==> src/rtl/ads_pkg.sv <==
// Constants, types and step table of the adapter self-test sequencer
//
// Overview of operation
// [RULE1] Switch up at reset: loopback mode
// [RULE2] Switch down at reset: startup mode
// [RULE3] Power-up and reset press restart sequence
// [RULE4] Loopback mode forces external output off
// [RULE5] Loopback runs all tests, module or not
// [RULE6] Stop at first failure, keep code
// [RULE7] Missing loopback plug fails that port
// [RULE8] Loopback end: health lamp flashes 2 Hz
// [RULE9] Loopback pass: code lamps all off
// [RULE10] Code on lamps 2-6, lamp 2 MSB
// [RULE11] Port loopback codes 00011 to 00110
// [RULE12] Common codes for ROM, RAM, comms, etc
// [RULE13] Startup adds processor code, no ports
// [RULE14] All pass, module absent: module code
// [RULE15] Loopback end halts until next reset
// [RULE16] Startup tests need no port cables
// [RULE17] Module failure code shown on lamps
// [RULE18] Startup pass: health steady, others off
// [RULE19] Startup fail: flash health, show code
// [RULE20] Startup pass with module: hand over
// [RULE21] All lamps on 1 s, then off
// [RULE22] Flash 250 ms on, 250 ms off
package ads_pkg;

  // ----------------------------------------
  // Timing
  // ----------------------------------------
  localparam int CLK_KHZ        = 250000;
  localparam int LAMP_TEST_MS   = 1000;
  localparam int FLASH_HALF_MS  = 250;
  localparam int LAMP_TEST_CYC  = LAMP_TEST_MS * CLK_KHZ;
  localparam int FLASH_HALF_CYC = FLASH_HALF_MS * CLK_KHZ;
  localparam int TMR_W          = 28;
  localparam logic [TMR_W-1:0] SYNC_SETTLE = 28'h0000003;

  // ----------------------------------------
  // Error codes
  // ----------------------------------------
  localparam logic [4:0] CODE_NONE = 5'h00;
  localparam logic [4:0] CODE_ROM  = 5'h01;
  localparam logic [4:0] CODE_RAM  = 5'h02;
  localparam logic [4:0] CODE_LB1  = 5'h03;
  localparam logic [4:0] CODE_LB2  = 5'h04;
  localparam logic [4:0] CODE_LB3  = 5'h05;
  localparam logic [4:0] CODE_LB4  = 5'h06;
  localparam logic [4:0] CODE_COMM = 5'h07;
  localparam logic [4:0] CODE_PM   = 5'h08;
  localparam logic [4:0] CODE_CPU  = 5'h09;
  localparam logic [4:0] CODE_NEG  = 5'h0A;
  localparam logic [4:0] CODE_WDOG = 5'h0B;

  // ----------------------------------------
  // Register map
  // ----------------------------------------
  localparam int         ADDR_W      = 12;
  localparam logic [11:0] OFS_CTRL   = 12'h000;
  localparam logic [11:0] OFS_STATUS = 12'h004;
  localparam logic [11:0] OFS_LAMPS  = 12'h008;
  localparam int         CTRL_EXT    = 0;
  localparam int         CTRL_RSTRT  = 1;
  localparam int         ST_LOOP_BIT = 6;
  localparam int         ST_DONE_BIT = 7;
  localparam int         ST_FAIL_BIT = 8;
  localparam int         ST_HAND_BIT = 9;
  localparam int         ST_STATE_LO = 10;

  typedef enum logic [2:0] {
    ADS_START   = 3'h0,
    ADS_LAMP    = 3'h1,
    ADS_ISSUE   = 3'h2,
    ADS_WAIT    = 3'h3,
    ADS_PM_REQ  = 3'h4,
    ADS_PM_WAIT = 3'h5,
    ADS_DONE    = 3'h6
  } ads_state_t;

  typedef struct packed {
    logic       good;
    logic [4:0] code;
  } ads_lamps_t;

  // Test order per mode; CODE_NONE ends the list
  function automatic logic [4:0] ads_step_code(input logic loop, input logic [3:0] idx);
    logic [4:0] c;
    c = CODE_NONE;
    if (loop) begin
      case (idx)
        4'h0: c = CODE_ROM;
        4'h1: c = CODE_RAM;
        4'h2: c = CODE_LB1;
        4'h3: c = CODE_LB2;
        4'h4: c = CODE_LB3;
        4'h5: c = CODE_LB4;
        4'h6: c = CODE_COMM;
        4'h7: c = CODE_NEG;
        4'h8: c = CODE_WDOG;
        default: c = CODE_NONE;
      endcase
    end else begin
      case (idx)
        4'h0: c = CODE_ROM;
        4'h1: c = CODE_RAM;
        4'h2: c = CODE_CPU;
        4'h3: c = CODE_COMM;
        4'h4: c = CODE_NEG;
        4'h5: c = CODE_WDOG;
        default: c = CODE_NONE;
      endcase
    end
    return c;
  endfunction : ads_step_code

  function automatic logic ads_is_loop(input logic [4:0] c);
    return (c >= CODE_LB1) && (c <= CODE_LB4);
  endfunction : ads_is_loop

endpackage : ads_pkg
==> src/rtl/ads_diag_sequencer.sv <==
// Adapter self-test sequencer with APB status and control
//
// Chosen here: the placing of the registers and register access over APB.
`timescale 1ns/100ps
`default_nettype none

module ads_diag_sequencer
  import ads_pkg::*;
#(
  parameter int LAMP_CYC  = LAMP_TEST_CYC,
  parameter int FLASH_CYC = FLASH_HALF_CYC
) (
  // Clock and reset
  input  wire logic              pclk,
  input  wire logic              presetn,
  // APB slave
  input  wire logic              psel,
  input  wire logic              penable,
  input  wire logic              pwrite,
  input  wire logic [ADDR_W-1:0] paddr,
  input  wire logic [31:0]       pwdata,
  output var  logic [31:0]       prdata,
  output var  logic              pready,
  output var  logic              pslverr,
  // Pins (asynchronous)
  input  wire logic              mode_sw_up,
  input  wire logic              reset_sw,
  input  wire logic              pm_present,
  input  wire logic [3:0]        lb_plug,
  // Test engine
  output var  logic              test_req,
  output var  logic [4:0]        test_id,
  input  wire logic              test_done,
  input  wire logic              test_fail,
  // Personality module
  output var  logic              pm_req,
  input  wire logic              pm_done,
  input  wire logic              pm_fail,
  input  wire logic [4:0]        pm_code,
  output var  logic              pm_handoff,
  // Lamps and external output
  output var  ads_lamps_t        lamps,
  output var  logic              ext_out
);

  // ----------------------------------------
  // Pin synchronisers
  // ----------------------------------------
  localparam int NSYNC = 7;
  logic [NSYNC-1:0] sync1_reg;
  logic [NSYNC-1:0] sync2_reg;
  logic             rsw_d_reg;

  always_ff @(posedge pclk or negedge presetn) begin
    if (!presetn) begin
      sync1_reg <= '0;
      sync2_reg <= '0;
      rsw_d_reg <= 1'b0;
    end else begin
      sync1_reg <= {lb_plug, pm_present, reset_sw, mode_sw_up};
      sync2_reg <= sync1_reg;
      rsw_d_reg <= sync2_reg[1];
    end
  end

  logic       mode_up_s;
  logic       pm_fit_s;
  logic [3:0] plug_s;
  logic       rsw_press;
  assign mode_up_s = sync2_reg[0];
  assign pm_fit_s  = sync2_reg[2];
  assign plug_s    = sync2_reg[6:3];
  assign rsw_press = sync2_reg[1] & ~rsw_d_reg;

  // ----------------------------------------
  // APB slave
  // ----------------------------------------
  logic        ctrl_ext_reg;
  logic        restart_reg;
  logic        wr_en;
  logic        setup;
  logic        mapped;
  logic [31:0] rd_word;
  ads_state_t  state_reg;
  logic        loop_reg;
  logic        failed_reg;
  logic [4:0]  err_code_reg;

  assign setup  = psel & ~penable;
  assign wr_en  = psel & penable & pready & pwrite;
  assign mapped = (paddr == OFS_CTRL) || (paddr == OFS_STATUS) || (paddr == OFS_LAMPS);

  always_comb begin
    rd_word = 32'h0000_0000;
    unique case (paddr)
      OFS_CTRL: begin
        rd_word[CTRL_EXT] = ctrl_ext_reg;
      end
      OFS_STATUS: begin
        rd_word[4:0]         = err_code_reg;
        rd_word[ST_LOOP_BIT] = loop_reg;
        rd_word[ST_DONE_BIT] = (state_reg == ADS_DONE);
        rd_word[ST_FAIL_BIT] = failed_reg;
        rd_word[ST_HAND_BIT] = pm_handoff;
        rd_word[ST_STATE_LO +: 3] = state_reg;
      end
      OFS_LAMPS: begin
        rd_word[5:0] = lamps;
      end
      default: begin
        rd_word = 32'h0000_0000;
      end
    endcase
  end

  // One wait-free access cycle: answer prepared in setup
  always_ff @(posedge pclk or negedge presetn) begin
    if (!presetn) begin
      pready  <= 1'b0;
      pslverr <= 1'b0;
      prdata  <= 32'h0000_0000;
    end else begin
      pready  <= setup;
      pslverr <= setup & ~mapped;
      if (setup) begin
        prdata <= pwrite ? 32'h0000_0000 : rd_word;
      end
    end
  end

  always_ff @(posedge pclk or negedge presetn) begin
    if (!presetn) begin
      ctrl_ext_reg <= 1'b0;
      restart_reg  <= 1'b0;
    end else begin
      restart_reg <= 1'b0;
      if (wr_en && paddr == OFS_CTRL) begin
        ctrl_ext_reg <= pwdata[CTRL_EXT];
        restart_reg  <= pwdata[CTRL_RSTRT];
      end
    end
  end

  // ----------------------------------------
  // Sequencer
  // ----------------------------------------
  logic [TMR_W-1:0] tmr_reg;
  logic [3:0]       idx_reg;
  logic             restart;
  logic [4:0]       cur_code;
  logic             plug_miss;
  logic             fail_now;
  logic [4:0]       fail_code;

  assign restart  = rsw_press | restart_reg; // [RULE3]
  assign cur_code = ads_step_code(loop_reg, idx_reg); // [RULE5] [RULE13] [RULE16]
  // Port n plug sits at bit n-1 of the synchronised plug bits
  assign plug_miss = ads_is_loop(cur_code) && !plug_s[2'(cur_code - CODE_LB1)]; // [RULE7]

  // ----------------------------------------
  // Failure events
  // ----------------------------------------
  // One place decides what ends a run with an error, so the
  // state machine and the error record cannot disagree
  always_comb begin
    fail_now  = 1'b0;
    fail_code = CODE_NONE;
    unique case (state_reg)
      ADS_ISSUE: begin
        if (cur_code == CODE_NONE) begin
          fail_now  = ~pm_fit_s;
          fail_code = CODE_PM; // [RULE14]
        end else if (plug_miss) begin
          fail_now  = 1'b1;
          fail_code = cur_code; // [RULE11]
        end
      end
      ADS_WAIT: begin
        fail_now  = test_done & test_fail;
        fail_code = test_id; // [RULE6] [RULE12]
      end
      ADS_PM_WAIT: begin
        fail_now  = pm_done & pm_fail;
        fail_code = pm_code; // [RULE17]
      end
      default: begin
        fail_now  = 1'b0;
        fail_code = CODE_NONE;
      end
    endcase
  end

  // Only the first failure is kept; no state after it raises fail_now
  always_ff @(posedge pclk or negedge presetn) begin
    if (!presetn) begin
      failed_reg   <= 1'b0;
      err_code_reg <= CODE_NONE;
    end else if (restart) begin
      failed_reg   <= 1'b0;
      err_code_reg <= CODE_NONE;
    end else if (fail_now) begin
      failed_reg   <= 1'b1;
      err_code_reg <= fail_code; // [RULE6]
    end
  end

  // Handoff only after a clean startup run with the module answering
  always_ff @(posedge pclk or negedge presetn) begin
    if (!presetn) begin
      pm_handoff <= 1'b0;
    end else if (restart) begin
      pm_handoff <= 1'b0;
    end else if (state_reg == ADS_PM_WAIT && pm_done && !pm_fail) begin
      pm_handoff <= ~loop_reg; // [RULE20]
    end
  end

  always_ff @(posedge pclk or negedge presetn) begin
    if (!presetn) begin
      state_reg <= ADS_START; // [RULE3]
      tmr_reg   <= '0;
      idx_reg   <= 4'h0;
      loop_reg  <= 1'b0;
      test_req  <= 1'b0;
      test_id   <= CODE_NONE;
      pm_req    <= 1'b0;
    end else begin
      test_req <= 1'b0;
      pm_req   <= 1'b0;
      if (restart) begin
        state_reg <= ADS_START; // [RULE3]
        tmr_reg   <= '0;
        idx_reg   <= 4'h0;
      end else begin
        unique case (state_reg)
          // Wait for the switch synchronisers to fill before sampling
          ADS_START: begin
            tmr_reg <= tmr_reg + 1'b1;
            if (tmr_reg == SYNC_SETTLE) begin
              loop_reg  <= mode_up_s; // [RULE1] [RULE2]
              tmr_reg   <= '0;
              state_reg <= ADS_LAMP;
            end
          end
          ADS_LAMP: begin
            tmr_reg <= tmr_reg + 1'b1;
            if (tmr_reg == TMR_W'(LAMP_CYC - 1)) begin // [RULE21]
              state_reg <= ADS_ISSUE;
            end
          end
          ADS_ISSUE: begin
            if (fail_now) begin
              state_reg <= ADS_DONE;
            end else if (cur_code == CODE_NONE) begin
              state_reg <= ADS_PM_REQ;
            end else begin
              test_req  <= 1'b1;
              test_id   <= cur_code; // [RULE12]
              state_reg <= ADS_WAIT;
            end
          end
          ADS_WAIT: begin
            if (fail_now) begin
              state_reg <= ADS_DONE; // [RULE6]
            end else if (test_done) begin
              idx_reg   <= idx_reg + 1'b1;
              state_reg <= ADS_ISSUE;
            end
          end
          ADS_PM_REQ: begin
            pm_req    <= 1'b1;
            state_reg <= ADS_PM_WAIT;
          end
          ADS_PM_WAIT: begin
            if (pm_done) begin
              state_reg <= ADS_DONE;
            end
          end
          // Held here until the next reset, reset-switch press or software restart
          ADS_DONE: begin
            state_reg <= ADS_DONE; // [RULE15]
          end
          default: begin
            state_reg <= ADS_START;
          end
        endcase
      end
    end
  end

  // ----------------------------------------
  // Flash divider
  // ----------------------------------------
  logic [TMR_W-1:0] fl_cnt_reg;
  logic             fl_phase_reg;

  // Free running; phase of the first flash is not aligned to the end of tests
  always_ff @(posedge pclk or negedge presetn) begin
    if (!presetn) begin
      fl_cnt_reg   <= '0;
      fl_phase_reg <= 1'b0;
    end else if (fl_cnt_reg == TMR_W'(FLASH_CYC - 1)) begin
      fl_cnt_reg   <= '0;
      fl_phase_reg <= ~fl_phase_reg; // [RULE22]
    end else begin
      fl_cnt_reg <= fl_cnt_reg + 1'b1;
    end
  end

  // ----------------------------------------
  // Lamps and external output
  // ----------------------------------------
  always_ff @(posedge pclk or negedge presetn) begin
    if (!presetn) begin
      lamps <= '0;
    end else begin
      unique case (state_reg)
        ADS_LAMP: begin
          lamps <= '1; // [RULE21]
        end
        ADS_DONE: begin
          lamps.code <= err_code_reg; // [RULE9] [RULE10] [RULE19]
          if (loop_reg || failed_reg) begin
            lamps.good <= fl_phase_reg; // [RULE8] [RULE19]
          end else begin
            lamps.good <= 1'b1; // [RULE18]
          end
        end
        default: begin
          lamps <= '0; // [RULE21]
        end
      endcase
    end
  end

  // Loopback mode keeps the output off whatever software asks
  always_ff @(posedge pclk or negedge presetn) begin
    if (!presetn) begin
      ext_out <= 1'b0;
    end else begin
      ext_out <= ctrl_ext_reg & ~loop_reg & (state_reg != ADS_START); // [RULE4]
    end
  end

endmodule : ads_diag_sequencer

`default_nettype wire

==> config.mk <==
export PLATFORM = sky130hd
export DESIGN_NAME = ads_diag_sequencer
export DESIGN_NICKNAME = d
export VERILOG_FILES = /design/src/rtl/ads_pkg.sv /design/src/rtl/ads_diag_sequencer.sv
export SDC_FILE = /design/constraint.sdc
export NUM_CORES = 1
export LEC_CHECK = 0
export BUFFER_PORTS_ARGS = -buffer_cell sky130_fd_sc_hd__buf_2
export CORE_MARGIN = 2
export CORE_UTILIZATION = 29
export CTS_CLUSTER_DIAMETER = 30
export DETAILED_ROUTE_END_ITERATION = 8
export PLACE_DENSITY = 0.44
export SLEW_MARGIN = 20
export SYNTH_ARGS = -nofsm -noshare
export SYNTH_HDL_FRONTEND = slang
export SYNTH_SLANG_ARGS = --single-unit
==> constraint.sdc <==
create_clock -name pclk -period 9.7 [get_ports pclk]
set_clock_uncertainty 0.05 [all_clocks]
set_input_delay 1.455 -clock pclk [delete_from_list [all_inputs] [get_ports pclk]]
set_output_delay 1.455 -clock pclk [all_outputs]
set_load 0.01 [all_outputs]
* Word level (Yosys, flattened, before mapping)
Memory sizes are Yosys's and may differ from the RTL's.
Cells that the tools add are included.
** Cells by class
- Add/subtract/negate cells :: 4
- Equality and inequality tests :: 21
- Magnitude comparators :: 3
- Reductions and logical operators :: 24
- Muxes and demuxes :: 47
- Bitwise gates (word level) :: 20
** Operators with widths (count)
- 28-bit 2-to-1 mux :: 3
- 28-bit by 1-bit adder with 28-bit output (second input constant) :: 2
- 28-bit case mux with 2 select lines :: 1
- 28-bit by 2-bit == test with 1-bit output (second input constant) :: 1
- 28-bit by 26-bit == test with 1-bit output (second input constant) :: 1
- 28-bit == test (second input constant) :: 1
- 5-bit 2-to-1 mux :: 5
- 3-bit 2-to-1 mux :: 8
- 4-bit case mux with 6 select lines :: 1
- 3-bit case mux with 7 select lines :: 1
- 1-bit 2-to-1 mux :: 16
- 4-bit 2-to-1 mux :: 4
- 5-bit case mux with 3 select lines :: 1
- 13-bit 2-to-1 mux :: 1
- 12-bit by 3-bit == test with 1-bit output (second input constant) :: 1
- 12-bit by 4-bit == test with 1-bit output (second input constant) :: 1
- 12-bit logical NOT :: 1
- 6-bit case mux with 2 select lines :: 1
- 1-bit bitwise AND :: 10
- 3-bit == test (second input constant) :: 3
- 3-bit != test (second input constant) :: 3
- 1-bit NOT :: 9
- 4-bit by 2-bit == test with 1-bit output (second input constant) :: 2
- 4-bit by 3-bit == test with 1-bit output (second input constant) :: 2
- other kinds (25) :: 40
** Storage, ports and cells
- Word-level logic and storage cells :: 143
- Flip-flop bits (word level) :: 137
- Output and inout port bits :: 49
- Memories kept :: 1
- Input port bits :: 65
- Bits in read-only memories :: 64
** Memory list
- (no name shown) :: depth 16, bits a word 4, rd ports 1, clocked after memory_dff 0, write ports 0, RTL line ads_pkg.sv:90 : case (idx)

* Depth between registers and ports, before layout
Gate-level depths: netlist of the first run.
- Word-level depth :: 14
- Depth in mapped cells :: 13
- Mapped depth without buffers :: 13

* Worst setup path after synthesis of the first run
OpenSTA, ideal clock, no wires.
- Kind :: register to register
- From :: register idx_reg[0]
- To :: register test_id[1]
- Setup slack :: 6.223 ns
- Buffers on the path :: 0
- Data required time :: 9.525 ns
- Arrival time :: 3.302 ns
- Setup time :: 0.125 ns
- Cell stages (with the launch flop) :: 13
- Clock period less this slack :: 3.477 ns
- Cell sequence :: dfrtp_1 inv_1 ha_1 or4_4 a311oi_4 ha_1 mux2i_1 o311a_1 mux2i_1 a2111o_1 and3_4 nand2_4 mux2_2
** On the way
- Cells in the longest elaborated chain, start to end :: 13
- Elaborated cells on any way between the ends :: 24
- Classes of those cells :: 1 x add/sub; 2 x order compare; 5 x eq/ne; 7 x mux; 2 x bitwise; 6 x reduce/logical; 1 x memory
** RTL lines
- from (decl) :: RTL line ads_diag_sequencer.sv:148 : logic [3:0] idx_reg;
- from (signal assigned) :: RTL line ads_diag_sequencer.sv:266 : idx_reg <= idx_reg + 1'b1;
- parallel branches: the longest is 2 deep, another holds memory 16 x 4 bit
- 5-bit 2-to-1 mux * :: RTL line ads_pkg.sv:89 : if (loop) begin
- 2-bit subtractor :: RTL line ads_diag_sequencer.sv:158 : assign plug_miss = ads_is_loop(cur_code) && !plug_s[2'(cur_code - CODE_LB1)];
- 1-bit binary-select mux with 2-bit select :: RTL line ads_diag_sequencer.sv:158
- 1-bit 2-to-1 mux (implied by the code) :: RTL line ads_diag_sequencer.sv:158
- 1-bit logical NOT :: RTL line ads_diag_sequencer.sv:158
- 1-bit logical AND :: RTL line ads_diag_sequencer.sv:158
- 1-bit 2-to-1 mux :: RTL line ads_diag_sequencer.sv:173 : end else if (plug_miss) begin
- 1-bit 2-to-1 mux :: RTL line ads_diag_sequencer.sv:170 : if (cur_code == CODE_NONE) begin
- 1-bit case mux with 3 select lines :: RTL line ads_diag_sequencer.sv:168 : unique case (state_reg)
- 1-bit NOT (no line)
- 4-bit AND reduction (no line)
- to (signal assigned) :: RTL line ads_diag_sequencer.sv:258 : test_id <= cur_code;
- to (decl) :: RTL line ads_diag_sequencer.sv:32 : output var logic [4:0] test_id,
Mark *: on every way between the ends. The select of a mux whose other input is x is not followed.
A chain may end at the register's enable or synchronous reset.

* Worst setup path after layout of the first run
- From :: register idx_reg[0]
- To :: register test_id[3]
The elaborated chain is that of the path after synthesis.

==> impl_metrics.py, run 1 <==
metrics = {
    "clock_tree": {
        "cts_setup_buffers": 0,
        "htreeDepth": 4,
        "root_buffer": "clkbuf_16",
        "cts_tree": "built",
        "clk_pin_slew_ps": 60,
        "numCtsBuffers": 17,
        "cts.sinks": 117,
        "cts_resized": 0,
        "clk_latency_ps": 410,
        "postCtsHoldBufs": 0,
        "cts_buffer_depth": 2,
    },
    "detailed_routing": {
        "first_iter_violations": 256,
        "drc_errors": 0,
        "wl_per_cell_um": 15.1,
        "vias_per_cell": 4.78,
        "dr.pass1.iters": 4,
        "vias": 4390,
        "final_antenna_net_count": 0,
        "routed_wl_um": 13900,
    },
    "floorplan": {
        "row_count": 51,
        "pin_count": 114,
        "core_um2": 19500,
        "fp.dieH_um": 145,
        "start_util": 0.296,
        "die-area_um2": 21000,
        "die_x_um": 145,
    },
    "place": {
        "place.gp.congestion": 0.788,
        "placed_cell_area_um2": 6320,
        "dp_hpwl_um": 9900,
        "io_buffers": 63,
    },
    "synthesis": {
        "synth_warnings": 0,
        "yosysSeqAreaShare": 0.507,
        "synthDistinctLibCells": 62,
        "ys_ff_latch": 117,
        "synthArstFlopShare": 1.00,
        "synthCells": 571,
        "synth_flop_cell": "dfrtp_1",
        "syn_area_um2": 5770,
        "synth_edf_count": 0,
        "syn_avg_cell_area_um2": 10.1,
    },
    "worst_setup_path": {
        "crit_family": "compound AO/OA/AOI/OAI gates",
        "crit_arrival_ps": 4040,
        "slowest_delay_ps": 550,
        "reg2reg_from": "idx_reg[0]",
        "crit_fanout": 6,
        "critical_path_class": "flip-flop to flip-flop",
        "crit_path_end_kind": "flip-flop",
        "path_cells": "inv_1, ha_1, or4_4, a311oi_4, ha_1, mux2i_1, o311a_1, mux2i_1, a2111o_1, and3_4, nand2_4, mux2_2",
        "cp-start-kind": "flip-flop",
        "crit_start": "idx_reg[0]",
        "cp.required_ps": 9950,
        "slowest_stage": "or4_4",
        "crit_buf_inv": 1,
    },
    "timing": {
        "period_share": 0.391,
        "max_freq_mhz": 264,
        "hold_viol": 0,
        "rsz0062_at_grt": "false",
        "min_period_ps": 3790,
        "worst_pin_slew_ps": 1040,
        "maxSlewViolCount": 0,
        "setup_violations": 0,
        "max_slew_margin": 0.305,
        "finalSetupTns_ps": 0,
    },
    "finish": {
        "drive_above_1_share": 0.181,
        "multiInputGateArea_um2": 2650,
        "area_delta_synth_final_pct": 20.7,
        "mostFrequentLayoutCells": "dfrtp_1 (117), nor2_1 (72), buf_2 (62)",
        "nNetsFinal": 717,
        "layout.cells.most_common": "dfrtp_1",
        "register_area_um2": 2930,
        "nFillCells": 1992,
        "antenna_cells": 0,
        "final_cell_area_um2": 6960,
    },
    "worst_hold_path": {
        "hold_class": "flip-flop to flip-flop",
        "min-delay-start": "sync1_reg[4]",
    },
    "power": {
        "ir_worst_vdd_v": 0.000147,
        "swShare": 0.314,
        "p_int_mw": 1.14,
        "p_switching_mw": 0.519,
        "pwr-share-comb": 0.223,
        "powerDensity_nw_per_um2": 238,
        "leakage_nw": 3.28,
        "power_frac_seq": 0.364,
        "power_frac_clock": 0.413,
    },
    "global_routing": {
        "grt_usage": 0.138,
        "grt_pass1_wl_um": 23200,
        "antenna_found_initial": 0,
        "grt_pass1_vias": 4404,
        "grt-ovfl-total": 0,
        "grt_max_degree": 68,
    },
    "run_status": {
        "status": "completed",
    },
    "job": {
        "cap_violations": 0,
    },
}
==> worst paths after layout <==
| kind | end | slack (ps) | cells after the start |
|---|---|---|---|
| max | test_id[3] | 5910 | 12 |
| min | sync2_reg[4] | 300 | 0 |
| max reg2reg | test_id[3] | 5910 | 12 |
| min reg2reg | sync2_reg[4] | 300 | 0 |
| max in group asynchronous | idx_reg[1] | 7290 | 2 |
| min in group asynchronous | sync2_reg[1] | 1020 | 1 |
==> Yosys cell counts (4+ instances only) <==
| library cell | count | area share |
|---|---|---|
| a22o_1 | 18 | 0.027 |
| a31oi_1 | 7 | 0.0076 |
| ha_1 | 12 | 0.026 |
| a21o_1 | 7 | 0.0091 |
| o21ai_0 | 24 | 0.021 |
| nor2_1 | 72 | 0.047 |
| xnor2_1 | 18 | 0.027 |
| xor2_1 | 23 | 0.035 |
| buf_4 | 20 | 0.026 |
| nor4_1 | 10 | 0.011 |
| mux2_2 | 4 | 0.0078 |
| nor2b_1 | 7 | 0.0076 |
| mux2i_1 | 7 | 0.012 |
| nand2b_1 | 4 | 0.0043 |
| clkbuf_1 | 16 | 0.010 |
| and3_1 | 10 | 0.011 |
| nand3_1 | 34 | 0.029 |
| inv_1 | 13 | 0.0085 |
| o31ai_1 | 5 | 0.0065 |
| a21oi_1 | 18 | 0.016 |
| nand2_1 | 37 | 0.024 |
| nand4_1 | 15 | 0.016 |
| nor3_1 | 12 | 0.010 |
| or3_1 | 6 | 0.0065 |
| dfrtp_1 | 117 | 0.51 |
==> worst reg2reg max path, delay by kind of cell, from the launching register on <==
kind	cells	cell delay [ps]
AO/OA/AOI/OAI	3	1000
adder cells (fa/ha/maj)	2	590
buffers and inverters	1	140
flip-flops	1	450
multiplexers	3	570
AND/OR/NAND/NOR	3	880
==> layout make-up <==
cell class / instances / share of cell area
clock inverter: 13 / 0.0296
inverter: 13 / 0.00701
multi-input combinational: 422 / 0.381
tap: 265 / 0.0476
timing repair buffer: 69 / 0.0521
clock buffer: 19 / 0.0622
sequential: 117 / 0.420
==> metal layers <==
| layer | up-vias | GRT usage | part of all wire |
|---|---|---|---|
| li1 | 2147 | - | - |
| met1 | 2125 | 0.177 | 0.47 |
| met2 | 99 | 0.226 | 0.47 |
| met3 | 19 | 0.0384 | 0.039 |
| met4 | 0 | 0.0426 | 0.013 |
| met5 | - | 0 | 0 |
==> metrics by stage <==
step                      power [mW]  hold slack (ps)   util  cells  worst slack, ps
after global placement         0.981              285  0.324    886             5880
after detailed placement       0.983              286  0.324    886             5900
final                           1.66              296  0.357    918             5910
after CTS                       1.68              298  0.357    918             5870
after floorplan                0.862              281      -    590             6220
after global routing            1.75              306  0.357    918             5710
==> power by group through the flow <==
stage | clock network (mW) | logic [mW] | registers [mW]
after CTS | 0.700 | 0.374 | 0.604
after global routing | 0.726 | 0.414 | 0.611
final | 0.683 | 0.369 | 0.603
after floorplan | 0 | 0.283 | 0.578
after global placement | 0 | 0.370 | 0.611
after detailed placement | 0 | 0.371 | 0.612
==> logic make-up after synthesis <==
group | Yosys count | synth area share
AO/OA/AOI/OAI | 105 | 0.131
XOR/XNOR | 41 | 0.0622
adder cells (fa/ha/maj) | 12 | 0.0260
buffers and inverters | 51 | 0.0464
flip-flops | 117 | 0.507
multiplexers | 12 | 0.0219
other | 1 | 0.000650
AND/OR/NAND/NOR | 232 | 0.205
Note: power is estimated with default switching activity, not from simulation.
==> run 2, diff against run 1 <==
Settings changed: PLACE_DENSITY 0.44 to 0.46.
Clock period 9.7 ns to 3.1 ns, I/O delays scaled along.
==> run 2 against run 1 <==
  * The run now ends with setup timing left
  * Setup slack got worse by 6100 ps
  * Hold slack got worse by 220 ps
  * Global-route usage rose by 0.28 points
  * Critical endpoint is now test_id[0]
  * Critical path type unchanged
  * First-iteration DRC count shrank 5.1%
==> impl_metrics.py, run 2 (synthesis results as in run 1) <==
metrics = {
    "detailed_routing": {
        "routed_wl_um": 14300,
        "drc_errors": 0,
        "final_antenna_net_count": 0,
        "dr.pass1.iters": 4,
        "wl_per_cell_um": 15.0,
        "first_iter_violations": 243,
        "vias_per_cell": 4.80,
        "vias": 4577,
    },
    "global_routing": {
        "grt-ovfl-total": 0,
        "antenna_found_initial": 0,
        "grt_pass1_wl_um": 23900,
        "grt_pass1_vias": 4587,
        "grt_usage": 0.141,
        "grt_max_degree": 118,
    },
    "power": {
        "leakage_nw": 3.50,
        "swShare": 0.303,
        "powerDensity_nw_per_um2": 782,
        "p_switching_mw": 1.76,
        "ir_worst_vdd_v": 0.000359,
        "power_frac_clock": 0.393,
        "power_frac_seq": 0.320,
        "pwr-share-comb": 0.287,
        "p_int_mw": 4.04,
    },
    "floorplan": {
        "fp.dieH_um": 145,
        "start_util": 0.296,
        "die_x_um": 145,
        "pin_count": 114,
        "core_um2": 19500,
        "die-area_um2": 21000,
        "row_count": 51,
    },
    "worst_setup_path": {
        "rr_endpoint": "test_id[0]",
        "cp-start-kind": "flip-flop",
        "cp.required_ps": 3350,
        "crit_arrival_ps": 3570,
        "critical_path_class": "flip-flop to flip-flop",
        "crit_start": "idx_reg[1]",
        "cp_common_cell": "ha_4",
        "slowest_delay_ps": 540,
        "r2r_cells": 12,
        "crit_buf_inv": 2,
        "crit_fanout": 6,
        "crit_family": "simple AND/OR/NAND/NOR gates",
        "slowest_stage": "or4_4",
        "regToRegSetupSlack_ps": -220,
        "crit_end": "test_id[0]",
        "crit_path_end_kind": "flip-flop",
        "reg2reg_from": "idx_reg[1]",
        "crit_cells": 12,
        "path_cells": "ha_4, or4_4, a311oi_4, buf_4, inv_2, ha_4, o311a_1, mux2i_1, a2111o_1, and3_4, nand2_4, mux2_4",
    },
    "clock_tree": {
        "postCtsHoldBufs": 0,
        "cts_tree": "built",
        "clk_latency_ps": 410,
        "cts_buffer_depth": 2,
        "numCtsBuffers": 17,
        "clk_pin_slew_ps": 50,
        "root_buffer": "clkbuf_16",
        "htreeDepth": 4,
        "cts.sinks": 117,
    },
    "job": {
        "cap_violations": 0,
    },
    "timing": {
        "hold_viol": 0,
        "rsz0062_at_grt": "true",
        "worst_pin_slew_ps": 703,
        "fin_ws_ps": -221,
        "min_period_ps": 3320,
        "finalSetupTns_ps": -1930,
        "period_share": 1.07,
        "setup_violations": 13,
        "max_freq_mhz": 301,
        "max_slew_margin": 0.528,
        "maxSlewViolCount": 0,
        "hold_slack_ps": 73.1,
    },
    "finish": {
        "drive_above_1_share": 0.250,
        "antenna_cells": 0,
        "area_delta_synth_final_pct": 28.5,
        "mostFrequentLayoutCells": "dfrtp_1 (116), nor2_1 (70), buf_2 (62)",
        "layout.cells.most_common": "dfrtp_1",
        "nNetsFinal": 752,
    },
    "place": {
        "io_buffers": 63,
        "dp_hpwl_um": 9930,
        "pre_cts_ws_ps": -386,
        "place.gp.congestion": 0.842,
    },
    "worst_hold_path": {
        "hold_class": "primary input to async pin",
    },
    "run_status": {
        "status": "complete, but fails checks",
        "violations": "setup timing",
    },
}
[run 2: cell types whose count changed in the layout (fill, tap and decap cells not counted), sizes merged]
cell and delta:
buf +34, clkbuf +5, clkinv -5, bufinv +1, clkinvlp -1, o21ai +1
[run 2: per-stage QoR]
stage                     power [mW]  utilization  std cells  area (um^2)
after detailed placement        3.31        0.336        912         6570
after CTS                       5.73        0.376        950         7340
after floorplan                 2.73            -        590         5880
final                           5.80        0.380        953         7420
after global placement          3.29        0.336        912         6570
after global routing            6.12        0.380        953         7420
[run 2: routing by layer]
layer	up-vias	wire [um]	track usage
li1	2222	-	-
met1	2234	7120	0.196
met2	108	6320	0.210
met3	13	617	0.0333
met4	0	195	0.0574
met5	-	0	0
[run 2: final cells by class]
| type | count | area (um^2) |
|---|---|---|
| Fill cell | 1976 | 12100 |
| Sequential cell | 117 | 2930 |
| Multi-Input combinational cell | 423 | 2780 |
| Timing Repair Buffer | 103 | 638 |
| Clock buffer | 24 | 492 |
| Tap cell | 265 | 332 |
| Clock inverter | 8 | 193 |
| Inverter | 13 | 48.8 |
[run 2: worst register-to-register path, cell delays in order, from the launching register on]
cell	delay, ps
dfrtp_2	460
ha_4	180
or4_4	550
a311oi_4	310
buf_4	180
inv_2	40
ha_4	150
o311a_1	340
mux2i_1	170
a2111o_1	170
and3_4	210
nand2_4	80
mux2_4	310
[run 2: power by group through the flow]
stage | clock network [mW] | registers (mW) | logic, mW
floorplan | 0 | 1.81 | 0.916
global placement | 0 | 1.88 | 1.42
detailed placement | 0 | 1.88 | 1.44
CTS | 2.33 | 1.85 | 1.55
global route | 2.40 | 1.88 | 1.84
finish | 2.28 | 1.85 | 1.67
[run 2: worst min path at each step]
stage / from / depth (start not counted) / to / slack [ps]
finish: presetn / 2 / fl_cnt_reg[18] / 70
global route: lb_plug[1] / 1 / sync1_reg[4] / 90
CTS: lb_plug[1] / 1 / sync1_reg[4] / 80
detailed placement: sync1_reg[4] / 0 / sync2_reg[4] / 290
global placement: sync1_reg[6] / 0 / sync2_reg[6] / 280
floorplan: presetn / 0 / ctrl_ext_reg / 120
[run 2: timing repair]
item,CTS,global route
gates resized for setup,11,10
pin swaps,4,2
cloned,1,0
buffers inserted,5,3
endpoints found under the setup margin,13,17
==> run 3, diff against run 2 <==
Settings changed: CORE_ASPECT_RATIO from default to 2.
==> run 3 against run 2 <==
  * Largest power group unchanged
  * Highest routed layer unchanged
  * Sequential power hardly changed
  * Hold slack better by 11 ps
  * Utilization is 0.56 points lower
  * The flow still finishes with violations (setup timing)
==> impl_metrics.py, run 3 (synthesis results as in run 1) <==
metrics = {
    "timing": {
        "finalSetupTns_ps": -3510,
        "period_share": 1.10,
        "hold_viol": 0,
        "fin_ws_ps": -314,
        "setup_violations": 13,
        "worst_pin_slew_ps": 823,
        "max_slew_margin": 0.452,
        "min_period_ps": 3410,
        "rsz0062_at_grt": "true",
        "maxSlewViolCount": 0,
        "max_freq_mhz": 293,
    },
    "clock_tree": {
        "numCtsBuffers": 17,
        "clk_latency_ps": 420,
        "root_buffer": "clkbuf_16",
        "htreeDepth": 4,
        "cts_buffer_depth": 2,
        "cts.sinks": 117,
        "clk_pin_slew_ps": 60,
        "cts_tree": "built",
    },
    "detailed_routing": {
        "vias_per_cell": 4.90,
        "routed_wl_um": 15900,
        "vias": 4705,
        "wl_per_cell_um": 16.5,
        "dr.pass1.iters": 4,
        "drc_errors": 0,
        "final_antenna_net_count": 0,
        "first_iter_violations": 181,
    },
    "global_routing": {
        "antenna_found_initial": 0,
        "grt_pass1_vias": 4943,
        "grt-ovfl-total": 0,
        "grt_pass1_wl_um": 25600,
        "grt_max_degree": 65,
        "grt_usage": 0.157,
    },
    "worst_setup_path": {
        "crit_arrival_ps": 3670,
        "regToRegSetupSlack_ps": -310,
        "rr_endpoint": "test_id[0]",
        "slowest_delay_ps": 530,
        "cp.required_ps": 3360,
        "r2r_cells": 13,
        "path_cells": "inv_2, ha_4, or4_4, a311oi_4, buf_4, ha_4, mux2i_2, o311a_1, mux2i_1, a2111o_1, and3_4, nand2_4, mux2_4",
        "cp_common_cell": "ha_4",
        "crit_path_end_kind": "flip-flop",
        "critical_path_class": "flip-flop to flip-flop",
        "crit_fanout": 5,
        "reg2reg_from": "idx_reg[0]",
        "slowest_stage": "or4_4",
        "cp-start-kind": "flip-flop",
    },
    "place": {
        "io_buffers": 63,
        "dp_cells": 920,
        "place.gp.congestion": 0.822,
        "dp_hpwl_um": 11800,
    },
    "finish": {
        "layout.cells.most_common": "dfrtp_1",
        "drive_above_1_share": 0.262,
        "nNetsFinal": 762,
        "final_cells": 960,
        "antenna_cells": 0,
        "nFillCells": 2005,
        "area_delta_synth_final_pct": 27.9,
        "utilization": 0.374,
        "mostFrequentLayoutCells": "dfrtp_1 (116), nor2_1 (69), buf_2 (62)",
    },
    "floorplan": {
        "row_count": 73,
        "start_util": 0.292,
        "fp.dieH_um": 203,
        "core_um2": 19700,
        "pin_count": 114,
        "die-area_um2": 21100,
        "die_x_um": 104,
    },
    "power": {
        "swShare": 0.330,
        "pwr-share-comb": 0.304,
        "p_switching_mw": 1.84,
        "power_frac_clock": 0.365,
        "leakage_nw": 3.51,
        "p_int_mw": 3.75,
        "powerDensity_nw_per_um2": 757,
        "ir_worst_vdd_v": 0.000344,
        "power_frac_seq": 0.331,
    },
    "run_status": {
        "status": "complete, but fails checks",
        "violations": "setup timing",
    },
    "job": {
        "cap_violations": 0,
    },
    "worst_hold_path": {
        "hold_class": "primary input to async pin",
    },
}
-- run 3: power by group through the flow --
stage / clock (mW) / combinational [mW] / sequential, mW
2_1_floorplan: 0 / 0.916 / 1.81
3_3_place_gp: 0 / 1.50 / 1.87
4_1_cts: 2.09 / 1.63 / 1.85
5_1_grt: 2.15 / 1.86 / 1.87
6_report: 2.04 / 1.70 / 1.85
3_5_place_dp: 0 / 1.52 / 1.88
-- run 3: metrics by stage --
step	hold slack, ps	instance area, um^2	setup slack, ps	total power, mW
2_1_floorplan	119	5880	-332	2.73
4_1_cts	72.8	7340	-291	5.57
6_report	84.0	7380	-314	5.59
3_3_place_gp	284	6640	-264	3.37
3_5_place_dp	286	6640	-322	3.40
5_1_grt	74.4	7380	-424	5.88
-- run 3: worst max path at each step --
stage	from	to
after floorplan	idx_reg[0]	test_id[0]
after global placement	idx_reg[0]	err_code_reg[4]
after detailed placement	idx_reg[0]	err_code_reg[4]
after CTS	idx_reg[0]	failed_reg
after global routing	idx_reg[0]	test_id[3]
final	idx_reg[0]	test_id[0]
-- run 3: layout make-up --
class                           count  area (um^2)  share of cell area
Sequential cell                   117         2930               0.397
Tap cell                          262          328              0.0444
Multi-Input combinational cell    423         2750               0.373
Clock inverter                     15          181              0.0246
Inverter                           13         48.8             0.00661
Clock buffer                       17          425              0.0576
Timing Repair Buffer              113          717              0.0971
-- run 3: critical path: cells and delay by family (launching register included) --
kind	cells	cell delay, ps
AOI/OAI and AO/OA	3	850
and+or+nand+nor	3	810
muxes	3	540
DFF	1	410
adders and majority gates	2	360
buffers and inverters	2	260
-- run 3: repair_timing --
item,in CTS,in global routing
setup endpoints to repair,13,13
buffers inserted,6,2
hold buffers,0,0
cloned,1,0
pin swaps,9,4
gates resized for setup,11,7
-- run 3: per-layer routing --
| layer | up-vias | global-route usage | wire [um] |
|---|---|---|---|
| met5 | - | 0 | 0 |
| met4 | 0 | 0.0825 | 674 |
| met3 | 36 | 0.0419 | 625 |
| met2 | 127 | 0.314 | 9090 |
| met1 | 2308 | 0.139 | 5460 |
| li1 | 2234 | - | - |
